### config.mk
export PLATFORM = sky130hd
export DESIGN_NAME = mii_phy_port
export DESIGN_NICKNAME = d
export VERILOG_FILES = /design/src/mii_port_pkg.sv /design/src/mii_phy_port.sv /design/src/tx_fifo.sv
export SDC_FILE = /design/constraint.sdc
export NUM_CORES = 1
export LEC_CHECK = 0
export BUFFER_PORTS_ARGS = -buffer_cell sky130_fd_sc_hd__clkbuf_2
export CAP_MARGIN = 20
export CORE_MARGIN = 3
export CORE_UTILIZATION = 55
export DETAILED_ROUTE_END_ITERATION = 10
export GPL_TIMING_DRIVEN = 0
export HOLD_SLACK_MARGIN = 0.02
export PLACE_DENSITY = 0.8
export SLEW_MARGIN = 20
export SYNTH_ARGS = -nofsm -noshare
export SYNTH_HDL_FRONTEND = slang
export SYNTH_HIERARCHICAL = 1
export SYNTH_SLANG_ARGS = --single-unit
### constraint.sdc
create_clock -name clk_sys_i -period 3.26 [get_ports clk_sys_i]
set_clock_uncertainty 0.1 [all_clocks]
set_input_delay 0.163 -clock clk_sys_i [delete_from_list [all_inputs] [get_ports clk_sys_i]]
set_output_delay 0.163 -clock clk_sys_i [all_outputs]
set_load 0.05 [all_outputs]
### src/mii_port_pkg.sv
// constants and types shared by the per-port mii attachment
// assumes a 10 MHz system clock and a single synchronous reset domain
`default_nettype none

package mii_port_pkg;

    localparam int CLK_SYS_PERIOD_NS  = 100;

    // transmit output delay: four steps of one step each
    localparam int TX_SHIFT_STEPS     = 4;
    localparam int TX_SHIFT_STEP_NS   = 10;
    localparam int TX_SHIFT_STEP_RAW  = (TX_SHIFT_STEP_NS + CLK_SYS_PERIOD_NS - 1)
                                        / CLK_SYS_PERIOD_NS;
    localparam int TX_SHIFT_STEP_CYC  = (TX_SHIFT_STEP_RAW < 1) ? 1 : TX_SHIFT_STEP_RAW;

    // management clock around 700 kHz
    localparam int MGMT_CLK_PERIOD_NS = 1440;
    localparam int MGMT_HALF_RAW      = (MGMT_CLK_PERIOD_NS / 2) / CLK_SYS_PERIOD_NS;
    localparam int MGMT_HALF_CYC      = (MGMT_HALF_RAW < 1) ? 1 : MGMT_HALF_RAW;

    // management frame layout, bit index counted from the first bit sent
    localparam logic [5:0] MGMT_LAST_BIT = 6'h3F;
    localparam logic [5:0] MGMT_TA_BIT   = 6'h2E;
    localparam logic [5:0] MGMT_DATA_BIT = 6'h30;
    localparam logic [1:0] MGMT_SOF      = 2'h1;
    localparam logic [1:0] MGMT_OP_READ  = 2'h2;
    localparam logic [1:0] MGMT_OP_WRITE = 2'h1;
    localparam logic [1:0] MGMT_TA_WRITE = 2'h2;

    localparam logic [4:0] PHY_ADDR_OFFSET_MASK = 5'h10;

    localparam int TX_FIFO_WIDTH = 8;
    localparam int TX_FIFO_DEPTH = 4;

    typedef enum logic [1:0] {TX_IDLE, TX_LO, TX_HI} tx_state_t;

endpackage

`default_nettype wire

### src/mii_phy_port.sv
// one mii port toward an external phy: nibble rx/tx, tx delay, management pins
// assumes the phy shares the 25 MHz reference; phy pins and the link, offset and shift inputs are resynchronised here
//
// Behaviour
// the phy raises its link pin only while a full-duplex 100 Mbit/s link is up.
// a static input selects whether the phy address offset is applied.
// receive nibbles, data valid and error are taken with the phy receive clock.
// transmit nibbles go out qualified by the transmit enable output.
// the management clock is driven to both levels and rests high when idle.
// the phy address is the port number or address register plus the offset.
// the offset of 16 inverts the top bit of the 5-bit phy address.
// without either scheme the phys sit at 0 to 3 and the offset input stays 0.
// any non-zero configured or actual offset disables enhanced link detection.
// the phy transmit clock is unused and transmit data skips any output fifo.
// link state comes only from the link pin, never from the data path.
// each phy is clocked from the reference outputs or the shared oscillator.
// transmit timing derives from the shared reference clock.
// transmit enable and data are delayed by one of four steps.
// the integrator picks the delay so transmit changes mid-window.
// the low nibble of a byte goes first, and rx assembles in the same order.
`default_nettype none

module mii_phy_port
    import mii_port_pkg::*;
#(
    parameter int MGMT_HALF = mii_port_pkg::MGMT_HALF_CYC,
    parameter int STEP_CYC  = mii_port_pkg::TX_SHIFT_STEP_CYC
) (
    input  wire logic        clk_sys_i,
    input  wire logic        rst_b_i,
    input  wire logic        link_mii_i,
    input  wire logic        link_input_polarity_cfg_i,
    input  wire logic        phy_addr_offset_cfg_i,
    input  wire logic        phy_actual_offset_nz_i,
    input  wire logic        enh_link_req_i,
    input  wire logic [1:0]  tx_shift_i,
    input  wire logic [1:0]  port_num_i,
    input  wire logic        use_addr_reg_i,
    input  wire logic [4:0]  phy_addr_reg_i,
    input  wire logic        rx_clk_i,
    input  wire logic        rx_dv_i,
    input  wire logic [3:0]  rxd_i,
    input  wire logic        rx_err_i,
    output var  logic        tx_enable_out_o,
    output var  logic [3:0]  txd_o,
    input  wire logic [7:0]  tx_data_i,
    input  wire logic        tx_valid_i,
    input  wire logic        tx_hold_i,
    output var  logic        tx_ready_o,
    output var  logic [7:0]  rx_byte_o,
    output var  logic        rx_byte_valid_o,
    output var  logic        rx_byte_err_o,
    output var  logic        rx_end_o,
    output var  logic        rx_odd_o,
    output var  logic        link_up_o,
    output var  logic        enh_link_en_o,
    output var  logic [4:0]  phy_addr_o,
    input  wire logic        mgmt_start_i,
    input  wire logic        mgmt_write_i,
    input  wire logic [4:0]  mgmt_reg_i,
    input  wire logic [15:0] mgmt_wdata_i,
    output var  logic        mgmt_busy_o,
    output var  logic        mgmt_done_o,
    output var  logic [15:0] mgmt_rdata_o,
    output var  logic        mgmt_clock_out_o,
    output var  logic        mgmt_data_io_o,
    output var  logic        mgmt_data_io_oe_o,
    input  wire logic        mgmt_data_io_i
);
    import mii_port_pkg::*;

    localparam int NS    = 14;
    localparam int PIPE  = (TX_SHIFT_STEPS - 1) * STEP_CYC;
    localparam int DIV_W = $clog2(MGMT_HALF + 1);

    // ---- pin synchronisers
    logic [NS-1:0] s1;
    logic [NS-1:0] s2;
    logic          rx_clk_d;
    always_ff @(posedge clk_sys_i) begin
        if (!rst_b_i) begin
            s1       <= '0;
            s2       <= '0;
            rx_clk_d <= 1'b0;
        end else begin
            s1       <= {link_mii_i, link_input_polarity_cfg_i, phy_addr_offset_cfg_i,
                         phy_actual_offset_nz_i, tx_shift_i, rx_clk_i, rx_dv_i, rxd_i,
                         rx_err_i, mgmt_data_io_i};
            s2       <= s1;
            rx_clk_d <= s2[7];
        end
    end

    logic       link_s, pol_s, off_cfg_s, act_nz_s, rx_clk_s, rx_dv_s, rx_err_s, mdio_s;
    logic [1:0] shift_s;
    logic [3:0] rxd_s;
    logic       rx_clk_rise;
    assign {link_s, pol_s, off_cfg_s, act_nz_s, shift_s, rx_clk_s, rx_dv_s, rxd_s,
            rx_err_s, mdio_s} = s2;
    assign rx_clk_rise = rx_clk_s && !rx_clk_d;

    // ---- link, address and enhanced link detection
    logic [4:0] next_phy_addr;
    logic [4:0] addr_base;
    always_comb begin
        addr_base     = use_addr_reg_i ? phy_addr_reg_i : {3'h0, port_num_i};
        next_phy_addr = addr_base ^ (off_cfg_s ? PHY_ADDR_OFFSET_MASK : 5'h00);
    end

    always_ff @(posedge clk_sys_i) begin
        if (!rst_b_i) begin
            phy_addr_o    <= 5'h00;
            link_up_o     <= 1'b0;
            enh_link_en_o <= 1'b0;
        end else begin
            phy_addr_o    <= next_phy_addr;
            // polarity high means the link pin is active low
            link_up_o     <= link_s ^ pol_s;
            enh_link_en_o <= enh_link_req_i && !off_cfg_s && !act_nz_s;
        end
    end

    // ---- receive nibble assembly, sampled on rising receive clock edges
    logic [3:0] rx_lo, next_rx_lo;
    logic       rx_half, next_rx_half, rx_err_acc, next_rx_err_acc, rx_dv_d, next_rx_dv_d;
    logic [7:0] next_rx_byte;
    logic       next_rx_byte_valid, next_rx_byte_err, next_rx_end, next_rx_odd;

    always_comb begin
        next_rx_lo         = rx_lo;
        next_rx_half       = rx_half;
        next_rx_err_acc    = rx_err_acc;
        next_rx_dv_d       = rx_dv_d;
        next_rx_byte       = rx_byte_o;
        next_rx_byte_valid = 1'b0;
        next_rx_byte_err   = rx_byte_err_o;
        next_rx_end        = 1'b0;
        next_rx_odd        = rx_odd_o;
        if (rx_clk_rise) begin
            next_rx_dv_d = rx_dv_s;
            if (rx_dv_s && !rx_half) begin
                next_rx_lo      = rxd_s;
                next_rx_half    = 1'b1;
                next_rx_err_acc = rx_err_s;
            end else if (rx_dv_s) begin
                next_rx_byte       = {rxd_s, rx_lo};
                next_rx_byte_valid = 1'b1;
                next_rx_byte_err   = rx_err_acc || rx_err_s;
                next_rx_half       = 1'b0;
            end else if (rx_dv_d) begin
                // a dangling nibble at frame end is flagged, not delivered
                next_rx_end  = 1'b1;
                next_rx_odd  = rx_half;
                next_rx_half = 1'b0;
            end
        end
    end

    always_ff @(posedge clk_sys_i) begin
        if (!rst_b_i) begin
            rx_lo           <= 4'h0;
            rx_half         <= 1'b0;
            rx_err_acc      <= 1'b0;
            rx_dv_d         <= 1'b0;
            rx_byte_o       <= 8'h00;
            rx_byte_valid_o <= 1'b0;
            rx_byte_err_o   <= 1'b0;
            rx_end_o        <= 1'b0;
            rx_odd_o        <= 1'b0;
        end else begin
            rx_lo           <= next_rx_lo;
            rx_half         <= next_rx_half;
            rx_err_acc      <= next_rx_err_acc;
            rx_dv_d         <= next_rx_dv_d;
            rx_byte_o       <= next_rx_byte;
            rx_byte_valid_o <= next_rx_byte_valid;
            rx_byte_err_o   <= next_rx_byte_err;
            rx_end_o        <= next_rx_end;
            rx_odd_o        <= next_rx_odd;
        end
    end

    // ---- transmit: user fifo, then straight nibble serialiser
    logic [7:0] fifo_data;
    logic       fifo_valid, drain_ready, pop;
    tx_fifo #(
        .WIDTH(TX_FIFO_WIDTH),
        .DEPTH(TX_FIFO_DEPTH)
    ) u_tx_fifo (
        .clk_sys_i  (clk_sys_i),
        .rst_b_i    (rst_b_i),
        .in_data_i  (tx_data_i),
        .in_valid_i (tx_valid_i),
        .in_ready_o (tx_ready_o),
        .out_data_o (fifo_data),
        .out_valid_o(fifo_valid),
        .out_ready_i(drain_ready)
    );

    tx_state_t  tx_st, next_tx_st;
    logic [7:0] tx_byte, next_tx_byte;
    logic [3:0] tx_nib, next_tx_nib;
    logic       tx_en_raw, next_tx_en;

    // the TX_LO cycle never pops, so the fifo drains at most one byte every two cycles
    assign drain_ready = !tx_hold_i && (tx_st != TX_LO);
    assign pop         = drain_ready && fifo_valid;

    always_comb begin
        next_tx_st   = tx_st;
        next_tx_byte = tx_byte;
        next_tx_nib  = tx_nib;
        next_tx_en   = tx_en_raw;
        case (tx_st)
            TX_LO: begin
                next_tx_nib = tx_byte[7:4];
                next_tx_en  = 1'b1;
                next_tx_st  = TX_HI;
            end
            default: begin
                if (pop) begin
                    next_tx_byte = fifo_data;
                    next_tx_nib  = fifo_data[3:0];
                    next_tx_en   = 1'b1;
                    next_tx_st   = TX_LO;
                end else begin
                    next_tx_nib = 4'h0;
                    next_tx_en  = 1'b0;
                    next_tx_st  = TX_IDLE;
                end
            end
        endcase
    end

    // output delay line on the system clock; no phy transmit clock input exists
    logic [4:0] tx_pipe [PIPE];
    logic [4:0] next_tap;
    always_comb begin
        next_tap = {tx_en_raw, tx_nib};
        if (shift_s != 2'h0) begin
            next_tap = tx_pipe[int'(shift_s) * STEP_CYC - 1];
        end
    end

    always_ff @(posedge clk_sys_i) begin
        if (!rst_b_i) begin
            tx_st           <= TX_IDLE;
            tx_byte         <= 8'h00;
            tx_nib          <= 4'h0;
            tx_en_raw       <= 1'b0;
            tx_enable_out_o <= 1'b0;
            txd_o           <= 4'h0;
            for (int i = 0; i < PIPE; i++) begin
                tx_pipe[i] <= 5'h00;
            end
        end else begin
            tx_st      <= next_tx_st;
            tx_byte    <= next_tx_byte;
            tx_nib     <= next_tx_nib;
            tx_en_raw  <= next_tx_en;
            tx_pipe[0] <= {tx_en_raw, tx_nib};
            for (int i = 1; i < PIPE; i++) begin
                tx_pipe[i] <= tx_pipe[i-1];
            end
            {tx_enable_out_o, txd_o} <= next_tap;
        end
    end

    // ---- management serial engine
    logic             m_read, next_m_read, next_m_busy, next_m_done, next_m_clk;
    logic             next_m_do, next_m_oe;
    logic [DIV_W-1:0] m_div, next_m_div;
    logic [5:0]       m_bit, next_m_bit;
    logic [63:0]      m_sreg, next_m_sreg, frame;
    logic [15:0]      next_m_rdata;

    always_comb begin
        frame = mgmt_write_i
              ? {{32{1'b1}}, MGMT_SOF, MGMT_OP_WRITE, phy_addr_o, mgmt_reg_i,
                 MGMT_TA_WRITE, mgmt_wdata_i}
              : {{32{1'b1}}, MGMT_SOF, MGMT_OP_READ, phy_addr_o, mgmt_reg_i,
                 2'h0, 16'h0000};
        next_m_busy  = mgmt_busy_o;
        next_m_done  = 1'b0;
        next_m_clk   = mgmt_clock_out_o;
        next_m_do    = mgmt_data_io_o;
        next_m_oe    = mgmt_data_io_oe_o;
        next_m_read  = m_read;
        next_m_div   = m_div;
        next_m_bit   = m_bit;
        next_m_sreg  = m_sreg;
        next_m_rdata = mgmt_rdata_o;
        if (!mgmt_busy_o) begin
            next_m_clk = 1'b1;
            next_m_oe  = 1'b0;
            if (mgmt_start_i) begin
                next_m_busy = 1'b1;
                next_m_sreg = frame;
                next_m_read = !mgmt_write_i;
                next_m_bit  = 6'h00;
                next_m_div  = '0;
                next_m_clk  = 1'b0;
                next_m_do   = frame[63];
                next_m_oe   = 1'b1;
            end
        end else if (m_div != DIV_W'(MGMT_HALF - 1)) begin
            next_m_div = DIV_W'(m_div + 1'b1);
        end else begin
            next_m_div = '0;
            if (!mgmt_clock_out_o) begin
                next_m_clk = 1'b1;
                if (m_read && m_bit >= MGMT_DATA_BIT) begin
                    next_m_rdata = {mgmt_rdata_o[14:0], mdio_s};
                end
            end else if (m_bit == MGMT_LAST_BIT) begin
                next_m_busy = 1'b0;
                next_m_done = 1'b1;
                next_m_oe   = 1'b0;
            end else begin
                next_m_bit  = 6'(m_bit + 1'b1);
                next_m_sreg = {m_sreg[62:0], 1'b0};
                next_m_clk  = 1'b0;
                next_m_do   = m_sreg[62];
                // phy owns the data line from turnaround onward in a read
                next_m_oe   = !(m_read && next_m_bit >= MGMT_TA_BIT);
            end
        end
    end

    always_ff @(posedge clk_sys_i) begin
        if (!rst_b_i) begin
            mgmt_busy_o       <= 1'b0;
            mgmt_done_o       <= 1'b0;
            mgmt_clock_out_o  <= 1'b1;
            mgmt_data_io_o    <= 1'b1;
            mgmt_data_io_oe_o <= 1'b0;
            mgmt_rdata_o      <= 16'h0000;
            m_read            <= 1'b0;
            m_div             <= '0;
            m_bit             <= 6'h00;
            m_sreg            <= 64'h0000000000000000;
        end else begin
            mgmt_busy_o       <= next_m_busy;
            mgmt_done_o       <= next_m_done;
            mgmt_clock_out_o  <= next_m_clk;
            mgmt_data_io_o    <= next_m_do;
            mgmt_data_io_oe_o <= next_m_oe;
            mgmt_rdata_o      <= next_m_rdata;
            m_read            <= next_m_read;
            m_div             <= next_m_div;
            m_bit             <= next_m_bit;
            m_sreg            <= next_m_sreg;
        end
    end
endmodule

`default_nettype wire

### src/tx_fifo.sv
// small synchronous fifo with valid/ready on both sides
// assumes both sides run on the system clock
`default_nettype none

module tx_fifo #(
    parameter int WIDTH = 8,
    parameter int DEPTH = 4
) (
    input  wire logic             clk_sys_i,
    input  wire logic             rst_b_i,
    input  wire logic [WIDTH-1:0] in_data_i,
    input  wire logic             in_valid_i,
    output var  logic             in_ready_o,
    output var  logic [WIDTH-1:0] out_data_o,
    output var  logic             out_valid_o,
    input  wire logic             out_ready_i
);
    localparam int AW = (DEPTH > 1) ? $clog2(DEPTH) : 1;
    localparam int CW = $clog2(DEPTH + 1);

    logic [WIDTH-1:0] mem [DEPTH];
    logic [AW-1:0]    wr_ptr;
    logic [AW-1:0]    rd_ptr;
    logic [CW-1:0]    count;
    logic [AW-1:0]    next_wr_ptr;
    logic [AW-1:0]    next_rd_ptr;
    logic [CW-1:0]    next_count;
    logic             push;
    logic             pop;

    always_comb begin
        push        = in_valid_i && in_ready_o;
        pop         = out_valid_o && out_ready_i;
        next_wr_ptr = wr_ptr;
        next_rd_ptr = rd_ptr;
        next_count  = count;
        if (push) begin
            next_wr_ptr = (wr_ptr == AW'(DEPTH - 1)) ? '0 : AW'(wr_ptr + 1'b1);
        end
        if (pop) begin
            next_rd_ptr = (rd_ptr == AW'(DEPTH - 1)) ? '0 : AW'(rd_ptr + 1'b1);
        end
        if (push && !pop) begin
            next_count = CW'(count + 1'b1);
        end else if (pop && !push) begin
            next_count = CW'(count - 1'b1);
        end
    end

    always_ff @(posedge clk_sys_i) begin
        if (!rst_b_i) begin
            wr_ptr      <= '0;
            rd_ptr      <= '0;
            count       <= '0;
            in_ready_o  <= 1'b0;
            out_valid_o <= 1'b0;
        end else begin
            wr_ptr      <= next_wr_ptr;
            rd_ptr      <= next_rd_ptr;
            count       <= next_count;
            in_ready_o  <= (next_count != CW'(DEPTH));
            out_valid_o <= (next_count != '0);
        end
    end

    // storage needs no reset; valid gates every read
    always_ff @(posedge clk_sys_i) begin
        if (push) begin
            mem[wr_ptr] <= in_data_i;
        end
    end

    assign out_data_o = mem[rd_ptr];

endmodule

`default_nettype wire

==> impl_summary.md <==
Run status
The run finished with clean final reports.

Power and ir drop
The power per cell area is 598 nW/µm². In this run the static leakage power is 4.35 nW. The largest vdd supply drop is 0.644 mV.

Critical path
The worst register-to-register path begins at m_bit[0]. The worst setup path is captured at a flop. The type of element launching the critical path is a flop. The worst register-to-register path has a depth of 7. The data arrival time of the critical path is 2.79 ns. The beginning of the critical path is m_bit[0].

The start-to-end type of the worst setup path is reg2reg. In this run the worst path has a maximum fanout of 10. The data required time of the worst path is 3.56 ns.

Route
The first detailed-routing pass ran for 5 iterations. The initial detailed-routing violation count is 359. The detailed-route via count is 5,990. The per-cell via count in the routed design is 5.42.

In the final routed layout, each cell accounts on average for 16.5 µm. The number of remaining DRC errors is 0. Summed over all layers, the routed wires come to 18,200 µm. Once detail routing completed, the nets flagged for antenna violations numbered 0.

Synthesis
Counting flops and latches in the post-synthesis netlist gives 223. The main flop type after synthesis is dfxtp_1. In this run the mean area of a mapped cell was 11.6 µm². After synthesis, the largest area contributor takes up 45.9% of total cell area. The number of warnings issued by yosys is 6.

Counting distinct cell types in the post-synthesis netlist gives 56. In the synthesized netlist, the cells that appear most often are dfxtp_1, and2_1, nor2b_1. The largest total area in the synthesized netlist belongs to dfxtp_1. The share of the Yosys chip area taken by registers is 57.4%. The cell with the most instances after synthesis is dfxtp_1.

After synthesis, the cell types taking the most area are dfxtp_1, edfxtp_1, mux2i_1. The cell area after technology mapping is 8330 µm². The post-synth net total is 788. The cell count after synthesis is 720. In the synthesized netlist the async set-or-reset flop fraction comes to 0%. The number of enable-type register cells in the synthesized netlist is 32.

Place
During placement, the flow inserted port buffers numbering 103. The half-perimeter wire length after placement is 12,000 µm. The final weighted congestion of routability-driven global placement is 0.883. The total cell area at the placement stage is 9080 µm².

Prior to clock tree synthesis, the placed netlist has a worst setup slack of 0.825 ns.

Cells and area
Fill cells in the final layout number 1,021. Cells fill 70.5% of the core in the end. The final layout contains 973 nets. The final cell area excluding filler cells is 10,400 µm². The area growth from synthesis to final layout is 24.4%. Of the cells placed in the final design, the portion with a size suffix greater than 1 is 22.5%.

Floorplan
The core region area is 14,700 µm². The die covers 16,700 µm². Measured along the y axis, the die boundary spans 129 µm. For this design the top-level I/O count stands at 104. The die outline width is 129 µm. The count of standard-cell rows is 44. The initial utilization of the core area, before any placement, comes to 56.7%.

CTS
The number of hold buffers added after CTS was 58. In this run the number of H-tree levels came out at 1. The TritonCTS buffer count is 22. The clock passes through at most 3 buffers. Gates resized during post-CTS repair numbered 0. The number of buffers inserted by post-CTS setup repair is 0. The insertion delay to the later sink of the worst-skew pair is 0.49 ns. The TritonCTS clock tree is done. The root buffer cell is clkbuf_16.

Counting every sink on the clock net gives 223. The clock slew at the register clock pins of the worst setup and hold paths is 0.06 ns.

STA
The remaining max-slew budget at the tightest pin is 50.7%. The final critical-path required period is 2.48 ns. Setup repair after global routing left no endpoint under its margin.

Across all hold checks on the routed design, the worst slack comes to 0.0610 ns. The post-route setup TNS is 0 ns. The number of hold-slack violations in the final timing report is 0. The total setup violations reported at the end of the flow is 0.

The peak clock frequency supported by timing is 402 MHz. The ratio of final minimum period to clock period is 76.2%. The count of pins over their slew limit was 0.

The slew of the pin with the lowest slew margin is 0.738 ns. The setup slack after layout is 0.775 ns.

Hold path
In this run the most critical hold path is launched from phy_addr_reg_i[4]. The path category of the worst min-delay check is in2reg. The cell depth of the worst min-delay path is 4.

Global routing
Global routing used 21.7% of the available tracks. The number of global-route vias before repair is 5,992. The pin count of the biggest net entering global routing is 15. The initial antenna violation count was 1. Global routing finished with a remaining overflow of 0. The first global-routing pass estimated 29,400 µm of wire.

Flow run
The tool flagged a number of max-cap violations equal to 0.
==> area by class of cell <==
type,instances,area (µm²),share of cell area [%]
tap,184,230,2.22
buffer,57,284,2.74
timing repair buffer,161,1100,10.6
antenna,1,2.50,0.0241
inverter,11,41.3,0.398
multi-input combinational,429,3220,31.1
clock buffer,35,682,6.58
sequential,223,4780,46.2
clock inverter,4,21.3,0.205
==> registers in the layout (all words and copies together) (netlist names), 6 cells and up, named ones only <==
register and cells:
m_sreg 63, u_tx_fifo/mem 32, mgmt_rdata_o 16, tx_pipe 15, s1 14, s2 14
rx_byte_o 8, m_bit 6
==> metal layers <==
metal	GRT usage (%)	wire (µm)
met3	4.29	990
met1	27.3	7820
met2	38.8	9060
met4	5.13	334
met5	0	0
==> path summary, 6_finish.rpt <==
check                       end  slack [ns]
setup reg to reg     m_sreg[11]        0.78
hold / removal    phy_addr_o[4]        0.06
hold reg to reg   enh_link_en_o        0.32
setup / recovery     m_sreg[11]        0.78
==> metrics by stage <==
step / cells / total power [mW]
after floorplan: 720 / 3.58
after global placement: 1007 / 3.73
after detailed placement: 1007 / 3.77
after CTS: 1104 / 6.23
after global routing: 1105 / 6.45
final: 1105 / 6.20
==> cells by family after synthesis <==
| kind of cell | synth area share (%) |
|---|---|
| AO/OA/AOI/OAI | 13.8 |
| XOR/XNOR | 0.721 |
| adder cells (fa/ha/maj) | 1.50 |
| buffers and inverters | 3.90 |
| flip-flops | 57.4 |
| multiplexers | 7.45 |
| AND/OR/NAND/NOR | 15.2 |
==> report_power, final <==
group	internal, mW	total (mW)	switching [mW]
clock network	1.43	2.42	0.989
logic	0.353	0.726	0.373
registers	2.95	3.05	0.101
==> layout by cell type, fill, tap and decap left out, types with 3 or more instances in the layout <==
master,synthesis,final
a211oi_1,5,5
a21boi_0,7,7
a21oi_1,22,22
a221oi_1,15,15
a22o_1,12,12
and2_1,53,53
and3_1,7,7
and3_2,4,4
buf_1,3,3
buf_2,11,11
buf_4,5,5
buf_6,5,5
clkbuf_1,33,40
clkbuf_16,0,24
clkbuf_2,0,103
clkbuf_8,0,4
clkinv_2,0,3
dfxtp_1,191,191
dlygate4sd3_1,0,58
edfxtp_1,32,32
ha_1,10,10
inv_1,11,11
mux2i_1,44,44
mux4_2,8,8
nand2_1,36,36
nand3_1,7,7
nor2_1,33,33
nor2b_1,46,46
nor3_1,3,3
nor3b_1,21,21
o211a_1,12,12
o21a_1,3,3
o21ai_0,12,12
o221a_2,32,32
xnor2_1,3,3
==> critical path: stages (launching register included) <==
cell      delay [ns]
dfxtp_1         0.44
ha_1            0.36
nand3_2         0.16
o2111a_2        0.34
nor2_1          0.36
buf_2           0.30
a221oi_1        0.10
nor3b_1         0.23
Power figures use the tool's default switching activity.
